$ cat src/hw/zss_params.svh
`ifndef ZSS_PARAMS_SVH
`define ZSS_PARAMS_SVH
// register byte offsets
`define ZSS_CTRL_OFS      8'h00
`define ZSS_DELAY_OFS     8'h04
`define ZSS_MAP_LO_OFS    8'h08
`define ZSS_MAP_HI_OFS    8'h0C
`define ZSS_STATUS_OFS    8'h10
`define ZSS_IRQ_STAT_OFS  8'h14
`define ZSS_IRQ_MASK_OFS  8'h18
// ctrl fields
`define ZSS_CTRL_VAR_LSB     0
`define ZSS_CTRL_NGRP_LSB    2
`define ZSS_CTRL_NIN_LSB     6
`define ZSS_CTRL_APPLY_BIT   9
`define ZSS_CTRL_FCLR_BIT    10
// limits per variant
`define ZSS_MAX_GRP_SA    4'h6
`define ZSS_MAX_GRP_M12   4'hA
`define ZSS_MAX_GRP_M8    4'h3
// settling delay
`define ZSS_DELAY_MAX_MS  100
`define ZSS_CLK_HZ        10000000
`define ZSS_CYC_PER_MS    (`ZSS_CLK_HZ / 1000)
`define ZSS_DELAY_MAX_CYC (`ZSS_DELAY_MAX_MS * `ZSS_CYC_PER_MS)
// irq bits
`define ZSS_IRQ_SWITCH    0
`define ZSS_IRQ_FAULT     1
`define ZSS_IRQ_REFUSE    2
// reset values
`define ZSS_CTRL_RST      32'h0000_0004
`define ZSS_DELAY_RST     7'h0A
`endif

$ cat src/hw/zss_pkg.sv
package zss_pkg;
  typedef enum logic [1:0] {ZSS_STANDALONE, ZSS_MASTER12, ZSS_MASTER8} zss_variant_e;
  typedef enum {ZSS_ST_IDLE, ZSS_ST_SETTLE, ZSS_ST_FAULT} zss_state_e;
  typedef struct packed {
    logic [1:0]  variant;
    logic [3:0]  n_groups;
    logic [2:0]  n_inputs;
  } zss_cfg_s;
  typedef struct packed {
    logic        awv;
    logic        wv;
    logic [7:0]  awaddr;
    logic [31:0] wdata;
    logic        bvalid;
    logic        arvalid_q;
    logic        rvalid;
    logic [31:0] rdata;
    logic [1:0]  rresp;
  } zss_bus_s;
endpackage : zss_pkg

$ cat src/hw/zss_selector.sv
`timescale 1ns/100ps
`include "zss_params.svh"
// Operation
// - group count limited to six, ten or three by variant
// - exactly one group active, chosen only by selection inputs
// - each code maps to one group; duplicate mappings refused
// - a new valid settled code switches to its group
// - single group configured means inputs ignored, group fixed
// - fewer than two selection inputs makes configuration refused, unless only one group is configured
// - settling delay up to 100 ms filters short transients
// - invalid code persisting past delay enters fault
// - all three zone enables stay on for any active group, off while fault
// - staged configuration does not affect running configuration
// - with three inputs all-low and all-high codes are invalid
// - change of only one input level forces lockout fault
module zss_selector (
  // clock and reset
  input  wire logic        aclk,
  input  wire logic        aresetn,
  // axi4-lite write
  input  wire logic [7:0]  awaddr,
  input  wire logic        awvalid,
  output logic             awready,
  input  wire logic [31:0] wdata,
  input  wire logic [3:0]  wstrb,
  input  wire logic        wvalid,
  output logic             wready,
  output logic [1:0]       bresp,
  output logic             bvalid,
  input  wire logic        bready,
  // axi4-lite read
  input  wire logic [7:0]  araddr,
  input  wire logic        arvalid,
  output logic             arready,
  output logic [31:0]      rdata,
  output logic [1:0]       rresp,
  output logic             rvalid,
  input  wire logic        rready,
  // selection inputs and zone outputs
  input  wire logic [4:0]  area_switch,
  output logic [3:0]       active_group,
  output logic [2:0]       zone_enable,
  output logic             fault,
  output logic             irq
);

  typedef struct packed {
    zss_pkg::zss_bus_s  bus;
    zss_pkg::zss_cfg_s  run_cfg;
    zss_pkg::zss_cfg_s  stg_cfg;
    logic [6:0]         run_delay;
    logic [6:0]         stg_delay;
    logic [49:0]        run_map;
    logic [49:0]        stg_map;
    logic [4:0]         sync1;
    logic [4:0]         sync2;
    logic [4:0]         cand;
    logic [4:0]         last_code;
    logic [19:0]        cnt;
    logic [1:0]         st;
    logic [3:0]         grp;
    logic [2:0]         zones;
    logic               flt;
    logic               refused;
    logic [2:0]         irq_stat;
    logic [2:0]         irq_mask;
    logic               irq_q;
  } zss_state_s;

  zss_state_s r;
  zss_state_s next_r;

  // code match against run map
  logic [3:0] hit_idx;
  logic       hit;
  logic       apply_ok;
  logic [3:0] max_grp;
  logic [4:0] in_mask;
  logic [4:0] diff;
  logic [2:0] ev;
  logic [19:0] delay_cyc;
  logic       dup;

  always_comb begin
    in_mask = 5'h1F >> (3'h5 - r.run_cfg.n_inputs);
    hit = 1'b0;
    hit_idx = 4'h0;
    for (int i = 0; i < 10; i++) begin
      if (!hit && (4'(i) < r.run_cfg.n_groups) && (r.run_map[i*5 +: 5] == (r.sync2 & in_mask))
          && !(r.run_cfg.n_inputs == 3'h3 && (r.sync2[2:0] == 3'h0 || r.sync2[2:0] == 3'h7))) begin
        hit = 1'b1;
        hit_idx = 4'(i);
      end
    end
    case (r.stg_cfg.variant)
      2'h0:    max_grp = `ZSS_MAX_GRP_SA;
      2'h1:    max_grp = `ZSS_MAX_GRP_M12;
      default: max_grp = `ZSS_MAX_GRP_M8;
    endcase
    dup = 1'b0;
    for (int i = 0; i < 10; i++) begin
      for (int j = 0; j < 10; j++) begin
        if (i < j && 4'(j) < r.stg_cfg.n_groups && r.stg_map[i*5 +: 5] == r.stg_map[j*5 +: 5]) begin
          dup = 1'b1;
        end
      end
    end
    apply_ok = (r.stg_cfg.n_groups != 4'h0) && (r.stg_cfg.n_groups <= max_grp) && !dup
               && (r.stg_cfg.n_groups == 4'h1 || r.stg_cfg.n_inputs >= 3'h2)
               && (r.stg_cfg.n_inputs <= 3'h5) && (r.stg_delay <= 7'd100);
    delay_cyc = 20'(r.run_delay * `ZSS_CYC_PER_MS);
    diff = (r.sync2 ^ r.last_code) & in_mask;
  end

  always_comb begin
    next_r = r;
    ev = 3'h0;
    next_r.sync1 = area_switch;
    next_r.sync2 = r.sync1;
    // bus handshake: address and data taken in either order
    if (awvalid && !r.bus.awv) begin
      next_r.bus.awv = 1'b1;
      next_r.bus.awaddr = awaddr;
    end
    if (wvalid && !r.bus.wv) begin
      next_r.bus.wv = 1'b1;
      next_r.bus.wdata = wdata;
    end
    if (r.bus.bvalid && bready) next_r.bus.bvalid = 1'b0;
    if (r.bus.awv && r.bus.wv && !r.bus.bvalid) begin
      next_r.bus.awv = 1'b0;
      next_r.bus.wv = 1'b0;
      next_r.bus.bvalid = 1'b1;
      case (r.bus.awaddr)
        `ZSS_CTRL_OFS: begin
          // staged only: running config untouched until apply
          next_r.stg_cfg.variant  = r.bus.wdata[`ZSS_CTRL_VAR_LSB +: 2];
          next_r.stg_cfg.n_groups = r.bus.wdata[`ZSS_CTRL_NGRP_LSB +: 4];
          next_r.stg_cfg.n_inputs = r.bus.wdata[`ZSS_CTRL_NIN_LSB +: 3];
          if (r.bus.wdata[`ZSS_CTRL_APPLY_BIT]) begin
            if (apply_ok) begin
              next_r.run_cfg = r.stg_cfg;
              next_r.run_map = r.stg_map;
              next_r.run_delay = r.stg_delay;
            end else begin
              next_r.refused = 1'b1;
              ev[`ZSS_IRQ_REFUSE] = 1'b1;
            end
          end
          if (r.bus.wdata[`ZSS_CTRL_FCLR_BIT]) begin
            next_r.flt = 1'b0;
            next_r.st = 2'(zss_pkg::ZSS_ST_IDLE);
            next_r.last_code = r.sync2 & in_mask;
          end
        end
        `ZSS_DELAY_OFS:   next_r.stg_delay = r.bus.wdata[6:0];
        `ZSS_MAP_LO_OFS:  next_r.stg_map[29:0] = r.bus.wdata[29:0];
        `ZSS_MAP_HI_OFS:  next_r.stg_map[49:30] = r.bus.wdata[19:0];
        `ZSS_IRQ_STAT_OFS: next_r.irq_stat = r.irq_stat & ~r.bus.wdata[2:0];
        `ZSS_IRQ_MASK_OFS: next_r.irq_mask = r.bus.wdata[2:0];
        default: ;
      endcase
    end
    // read path
    if (r.bus.rvalid && rready) next_r.bus.rvalid = 1'b0;
    next_r.bus.arvalid_q = 1'b0;
    if (arvalid && !r.bus.rvalid && !r.bus.arvalid_q) begin
      next_r.bus.arvalid_q = 1'b1;
      next_r.bus.rvalid = 1'b1;
      next_r.bus.rresp = 2'h0;
      case (araddr)
        `ZSS_CTRL_OFS:     next_r.bus.rdata = {23'h0, r.stg_cfg.n_inputs, r.stg_cfg.n_groups,
                                               r.stg_cfg.variant};
        `ZSS_DELAY_OFS:    next_r.bus.rdata = {25'h0, r.stg_delay};
        `ZSS_MAP_LO_OFS:   next_r.bus.rdata = {2'h0, r.stg_map[29:0]};
        `ZSS_MAP_HI_OFS:   next_r.bus.rdata = {12'h0, r.stg_map[49:30]};
        `ZSS_STATUS_OFS:   next_r.bus.rdata = {19'h0, r.refused, r.flt, r.st, r.grp, r.sync2};
        `ZSS_IRQ_STAT_OFS: next_r.bus.rdata = {29'h0, r.irq_stat};
        `ZSS_IRQ_MASK_OFS: next_r.bus.rdata = {29'h0, r.irq_mask};
        default: begin
          next_r.bus.rdata = 32'h0;
          next_r.bus.rresp = 2'h2;
        end
      endcase
    end
    // selection state machine
    if (r.run_cfg.n_groups == 4'h1) begin
      next_r.grp = 4'h0;
      next_r.st = 2'(zss_pkg::ZSS_ST_IDLE);
    end else begin
      case (r.st)
        2'(zss_pkg::ZSS_ST_IDLE): begin
          if (diff != 5'h0) begin
            next_r.cand = r.sync2 & in_mask;
            next_r.cnt = 20'h0;
            next_r.st = 2'(zss_pkg::ZSS_ST_SETTLE);
          end
        end
        2'(zss_pkg::ZSS_ST_SETTLE): begin
          if ((r.sync2 & in_mask) != r.cand) begin
            // transient restarts the filter
            next_r.cand = r.sync2 & in_mask;
            next_r.cnt = 20'h0;
          end else if (r.cnt < delay_cyc) begin
            next_r.cnt = r.cnt + 20'h1;
          end else if (!hit || (diff != 5'h0 && $countones(diff) < 2)) begin
            next_r.flt = 1'b1;
            next_r.st = 2'(zss_pkg::ZSS_ST_FAULT);
            ev[`ZSS_IRQ_FAULT] = 1'b1;
          end else if (diff == 5'h0) begin
            // transient came back to the running code: no transition at all
            next_r.st = 2'(zss_pkg::ZSS_ST_IDLE);
          end else begin
            next_r.grp = hit_idx;
            next_r.last_code = r.cand;
            next_r.st = 2'(zss_pkg::ZSS_ST_IDLE);
            ev[`ZSS_IRQ_SWITCH] = 1'b1;
          end
        end
        2'(zss_pkg::ZSS_ST_FAULT): ; // held until explicit clear
        default: next_r.st = 2'(zss_pkg::ZSS_ST_FAULT);
      endcase
    end
    next_r.zones = r.flt ? 3'h0 : 3'h7;
    next_r.irq_stat = next_r.irq_stat | ev; // set beats clear
    next_r.irq_q = |(next_r.irq_stat & next_r.irq_mask);
  end

  always_ff @(posedge aclk) begin
    if (!aresetn) begin
      r <= '0;
      r.run_cfg.n_groups <= 4'h1;
      r.stg_cfg.n_groups <= 4'h1;
      r.run_delay <= `ZSS_DELAY_RST;
      r.stg_delay <= `ZSS_DELAY_RST;
    end else begin
      r <= next_r;
    end
  end

  assign awready = !r.bus.awv;
  assign wready = !r.bus.wv;
  assign bvalid = r.bus.bvalid;
  assign bresp = 2'h0;
  assign arready = r.bus.arvalid_q;
  assign rvalid = r.bus.rvalid;
  assign rdata = r.bus.rdata;
  assign rresp = r.bus.rresp;
  assign active_group = r.grp;
  assign zone_enable = r.zones;
  assign fault = r.flt;
  assign irq = r.irq_q;

  a_fault_latch: assert property (@(posedge aclk) disable iff (!aresetn)
    $rose(r.flt) |=> r.flt) else $error("fault dropped early");
  a_single_change: assert property (@(posedge aclk) disable iff (!aresetn)
    (r.st == 2'(zss_pkg::ZSS_ST_SETTLE) && r.cnt >= delay_cyc && r.cand == (r.sync2 & in_mask)
     && $countones(diff) == 1 && r.run_cfg.n_groups != 4'h1) |=> r.flt)
    else $error("single input change not faulted");
  a_fixed_group: assert property (@(posedge aclk) disable iff (!aresetn)
    (r.run_cfg.n_groups == 4'h1) |=> (r.grp == 4'h0)) else $error("single group moved");
  a_group_range: assert property (@(posedge aclk) disable iff (!aresetn)
    r.grp < r.run_cfg.n_groups || r.run_cfg.n_groups == 4'h0) else $error("group out of range");
  a_filter_hold: assert property (@(posedge aclk) disable iff (!aresetn)
    (r.st == 2'(zss_pkg::ZSS_ST_SETTLE) && r.cnt < delay_cyc) |=> $stable(r.grp))
    else $error("switched before delay");
  a_invalid_fault: assert property (@(posedge aclk) disable iff (!aresetn)
    (r.st == 2'(zss_pkg::ZSS_ST_SETTLE) && r.cnt >= delay_cyc && r.cand == (r.sync2 & in_mask)
     && !hit && r.run_cfg.n_groups != 4'h1) |=> r.flt) else $error("invalid code not faulted");
  a_zone_off: assert property (@(posedge aclk) disable iff (!aresetn)
    r.flt |=> (zone_enable == 3'h0)) else $error("zones on during fault");
  a_irq_level: assert property (@(posedge aclk) disable iff (!aresetn)
    irq == |(r.irq_stat & r.irq_mask)) else $error("irq missing");
  c_switch: cover property (@(posedge aclk) disable iff (!aresetn) $changed(r.grp));
  c_fault: cover property (@(posedge aclk) disable iff (!aresetn) $rose(r.flt));
  c_refuse: cover property (@(posedge aclk) disable iff (!aresetn) $rose(r.refused));

endmodule : zss_selector

$ cat config.mk
export PLATFORM = sky130hd
export DESIGN_NAME = zss_selector
export DESIGN_NICKNAME = d
export VERILOG_FILES = /design/src/hw/zss_pkg.sv /design/src/hw/zss_selector.sv
export VERILOG_INCLUDE_DIRS = /design/src /design/src/hw
export SDC_FILE = /design/constraint.sdc
export NUM_CORES = 1
export LEC_CHECK = 0
export BUFFER_PORTS_ARGS = -buffer_cell sky130_fd_sc_hd__buf_2
export CAP_MARGIN = 20
export CORE_MARGIN = 1
export CORE_UTILIZATION = 30
export CTS_CLUSTER_DIAMETER = 50
export DETAILED_ROUTE_END_ITERATION = 8
export SETUP_SLACK_MARGIN = 0.5
export SYNTH_ARGS = -nofsm -noshare
export SYNTH_HDL_FRONTEND = slang
export SYNTH_SLANG_ARGS = --single-unit
$ cat constraint.sdc
create_clock -name aclk -period 9.38 [get_ports aclk]
set_clock_uncertainty 0.2 [all_clocks]
set_input_delay 2.345 -clock aclk [delete_from_list [all_inputs] [get_ports aclk]]
set_output_delay 2.345 -clock aclk [all_outputs]
set_load 0.05 [all_outputs]
# [Word-level counts from Yosys, hierarchy flattened]
# Cells that the tools add are included.
[classes] add_sub_neg=6 mul=1 div=0 magnitude_cmp=25 eq_ne=77 shifts=1 muxes=120 bitwise_logic=14 n_reduce_logical=133
[op_table] operator="5-bit == test" n=55
[op_table] operator="30-bit one-hot mux with 7 select lines" n=1
[op_table] operator="1-bit logical AND" n=89
[op_table] operator="1-bit 2-to-1 mux" n=74
[op_table] operator="5-bit 2-to-1 mux" n=10
[op_table] operator="8-bit by 5-bit == test with 1-bit output, second input constant" n=5
[op_table] operator="20-bit 2-to-1 mux" n=2
[op_table] operator="20-bit one-hot mux with 2 select lines" n=1
[op_table] operator="36-bit 2-to-1 mux" n=1
[op_table] operator="8-bit by 4-bit == test with 1-bit output, second input constant" n=4
[op_table] operator="3-bit by 4-bit < comparator with 1-bit output, first input constant" n=8
[op_table] operator="25-bit 2-to-1 mux" n=1
[op_table] operator="2-bit 2-to-1 mux" n=12
[op_table] operator="22-bit 2-to-1 mux" n=1
[op_table] operator="3-bit 2-to-1 mux" n=7
[op_table] operator="20-bit by 1-bit adder with 20-bit output, second input constant" n=1
[op_table] operator="20-bit < comparator" n=1
[op_table] operator="1-bit zero test" n=17
[op_table] operator="8-bit by 3-bit == test with 1-bit output, second input constant" n=2
[op_table] operator="8-bit zero test" n=2
[op_table] operator="2-bit by 4-bit < comparator with 1-bit output, first input constant" n=4
[op_table] operator="4-bit < comparator, first input constant" n=4
[op_table] operator="7-bit by 10-bit multiplier with 16-bit output, second input constant" n=1
[op_table] operator="4-bit 2-to-1 mux" n=4
[op_table] operator="other kinds (43)" n=70
[totals] regBits=265 latch_bits=0 ram_bits=0 romBits=0 input_bits=64 out_inout_bits=50 memories=0

# [Longest topological paths before layout]
[depth] word_depth=62 depth_mapped=25

# [Least setup slack after synthesis]
# Ideal clock, no wire load.
[synth_timing] path_kind="flip-flop to flip-flop" startpoint="register r[166] (netlist bit)" endpoint="register r[39] (netlist bit)" t_arrival_ns=4.961 t_required_ns=9.048 slack_ns=4.087 stages_incl_launch_ff=22 path_cell_list="dfxtp_1 -> fa_1 -> inv_1 -> fa_1 -> inv_1 -> ha_1 -> ha_1 -> a21oi_1 -> o21ai_0 -> a21oi_1 -> o21ai_0 -> a21o_1 -> a21oi_1 -> xor2_1 -> ha_1 -> nand4_1 -> o41a_1 -> or3b_1 -> buf_6 -> or2_4 -> o21ai_1 -> a21oi_1"
[synth_between] elab_chain_cells=6
[synth_rtl] element="start: declaration" line="zss_selector.sv:70" text="zss_state_s r;"
[synth_rtl] element="start signal: assignment" line="zss_selector.sv:237" text="r <= next_r;"
[synth_rtl] element="7-bit by 10-bit multiplier with 16-bit output (no source line)"
[synth_rtl] element="20-bit < comparator" line="zss_selector.sv:204" text="end else if (r.cnt < delay_cyc) begin"
[synth_rtl] element="5-bit 2-to-1 mux" line="zss_selector.sv:204"
[synth_rtl] element="5-bit 2-to-1 mux" line="zss_selector.sv:200" text="if ((r.sync2 & in_mask) != r.cand) begin"
[synth_rtl] element="5-bit 2-to-1 mux" line="zss_selector.sv:191" text="case (r.st)"
[synth_rtl] element="25-bit 2-to-1 mux" line="zss_selector.sv:187" text="if (r.run_cfg.n_groups == 4'h1) begin"
# Every way passes these cells.
# A chain may end at the register's enable or synchronous reset.

# [Worst setup path in the final report]
[layout_timing] startpoint="register r[167] (netlist bit)" endpoint="register r[31] (netlist bit)"
[layout_between] elab_chain_cells=4
[layout_rtl] element="7-bit by 10-bit multiplier with 16-bit output (no source line)"
[layout_rtl] element="20-bit < comparator" line="zss_selector.sv:204"
[layout_rtl] element="3-bit != test (no source line)"
[layout_rtl] element="4-bit AND reduction (no source line)"
# Every way passes these cells.

==> results.toml <==
[clock_network]
clk_pin_slew_ns = 0.06
htreeDepth = 2
cts_tree = "yes"
cts_buffers = 35
cts_buffer_depth = 3
cts_sinks = 260
clock_tree.root_cell = "clkbuf_16"
hold_buffers = 0
post_cts_buffers = 0
clk_latency_ns = 0.55
cts_resized = 0

[cells_and_area]
antennaDiodeCount = 0
syn_to_final_growth_pct = 10.9
n_fill_cell = 5350
final_cell_mix = "260 x dfxtp_1, 254 x nand2_1, 230 x a21oi_1"
layout_commonest_cell = "dfxtp_1"
final_util = 0.340
drive_gt1_frac = 0.104
final_nets = 2098

[worst_setup_path]
path_max_fanout = 14
r2r_start = "r[167]"
start_kind = "flop"
end_kind = "flop"
reg2regPathDepth = 20
arrival_ns = 6.23
required_ns = 9.60
r2r_end = "r[31]"
r2r_slack_ns = 3.37
setup.worst_path.class = "flop to flop"

[global_routing]
grt_pass1_wl_um = 77500
grt_usage = 0.184
busiest_layer = "met2"
overflow = 0
met2_usage = 0.288
antenna_found_initial = 0
grt_util_met1 = 0.251
grt_pass1_vias = 13500
grtUsageMet3 = 0.0300
grt_max_degree = 82

[job]
drv_cap = 0

[worst_hold_path]
hold_end = "r[48]"
hp-class = "flop to flop"
hold_depth = 1
worstHoldStart = "next_r[48]"

[die]
coreArea_um2 = 51800
num_rows = 83
dieHeight_um = 232
die_width_um = 232
die_area_um2 = 53900
io_pins = 114
initial_utilization = 0.307

[power_and_ir_drop]
ir_drop_uv = 116
p_leak_nw = 7.29
cellPowerDensity_nw_per_um2 = 152

[synthesis]
synth-seq-cells = 260
synth-edff-count = 0
seq_area_frac_synth = 0.327
syn_area_per_cell_um2 = 7.92
synthCells = 2007
post-synth-top-area-fraction = 0.327
yosys_warnings = 0
synthFlopType = "dfxtp_1"
synth_top_area_cell = "dfxtp_1"
synth_cell_type_count = 76
netlist_area_um2 = 15900
ys_top_cells_by_area = "dfxtp_1 33%, xor2_1 9.1%, a21oi_1 7.3%"
async_flop_share = 0

[timing]
max_freq_mhz = 166
grt_setup_unrepaired = "false"
tns_ns = 0
fin_crit_sh = 0.641
finalCriticalPeriod_ns = 6.01
finalMaxSlewViolations = 0
setup_viol = 0
max_slew_margin = 0.324
worst_pin_slew_ns = 1.01
hold_violations = 0

[routing]
wl_per_cell_um = 18.8
ant_nets = 0
wirelength_um = 50200
drc = 0
dr.pass1.iters = 6
viasPerCell = 5.34
num_vias = 14300
drtIter0Drc = 1234

[place]
port_buffers = 102
place.gp.congestion = 0.911
hpwl_um = 34100

[outcome]
status = "completed"
## kinds of logic after synthesis
kind of cell / Yosys count / synth area share
AND/OR/NAND/NOR: 685 / 0.207
AO/OA/AOI/OAI: 418 / 0.150
XOR/XNOR: 298 / 0.164
flip-flops: 260 / 0.327
buffers and inverters: 254 / 0.0778
adder cells (fa/ha/maj): 67 / 0.0570
multiplexers: 24 / 0.0166
other: 1 / 0.000236
## routing by layer
metal  wire length [um]  vias up
met5                  0        -
met4               1340        0
met3               3890       98
met2              22400      576
met1              22600     6843
li1                   -     6745
## critical path, stage by stage (launching register included)
cell and delay, ns:
dfxtp_1 0.41, fa_1 0.54, inv_1 0.06, fa_1 0.54
inv_1 0.04, ha_1 0.28, ha_1 0.34, nor2b_1 0.15
o21ai_0 0.20, a21oi_1 0.12, o21ai_0 0.22, a21oi_1 0.12
o21ai_0 0.23, o211ai_1 0.15, ha_1 0.33, nand4_1 0.13
o41a_1 0.59, o311ai_2 0.82, nor3_1 0.18, xnor2_1 0.18
nor2_1 0.06
## worst max path at each step
stage / from / end / slack, ns / cells past startpoint
2_1_floorplan: r[166] / r[39] / 4.09 / 21
3_3_place_gp: r[167] / r[31] / 3.52 / 20
3_5_place_dp: r[167] / r[31] / 3.41 / 20
4_1_cts: r[167] / r[31] / 3.38 / 20
5_1_grt: r[167] / r[31] / 2.88 / 20
6_report: r[167] / r[31] / 3.37 / 20
## area by class of cell
class	count	area, um^2	area share
Multi-Input combinational cell	1497	9490	0.538
Tap cell	680	851	0.0482
Sequential cell	260	5200	0.295
Inverter	49	189	0.0107
Clock buffer	49	1020	0.0578
Timing Repair Buffer	124	703	0.0399
Clock inverter	13	181	0.0103
## report_power, final
part	internal [mW]	switching, mW	leakage [nW]
logic	0.0386	0.123	4.60
clock network	0.850	0.526	0.588
registers	1.12	0.0178	2.10
## stage by stage
stage                     setup slack (ns)  hold WS (ns)  total power, mW  std cells  area [um^2]
after floorplan                       4.09         0.212             1.27       2011        15900
after global placement                3.52         0.223             1.32       2608        16400
after detailed placement              3.41         0.219             1.32       2609        16400
after CTS                             3.38         0.244             2.70       2671        17600
after global routing                  2.88         0.258             2.76       2672        17600
final                                 3.37         0.241             2.67       2672        17600
## synth_stat cells (12+ instances only)
library cell and count:
xnor2_1 132, dfxtp_1 260, inv_1 48, nand3_1 131, o21ai_0 98, nand2_1 254
nor4_1 30, nor2_1 102, a22oi_1 12, buf_4 54, or4_1 14, xor2_1 166
and2_1 20, nor2b_1 13, mux2i_1 14, nor3_1 34, nand4_1 27, clkbuf_1 88
a21oi_1 231, buf_2 53, ha_1 58, nand2b_1 12
## flip-flops by register name, summed over array words and instances, names as in the netlist
signal and cells:
active_group 4, arready 1, bvalid 1, fault 1
irq 1, next_r 5, r 214, rdata 30
rresp 1, rvalid 1, zone_enable 1
Power figures use the tool's default switching activity.
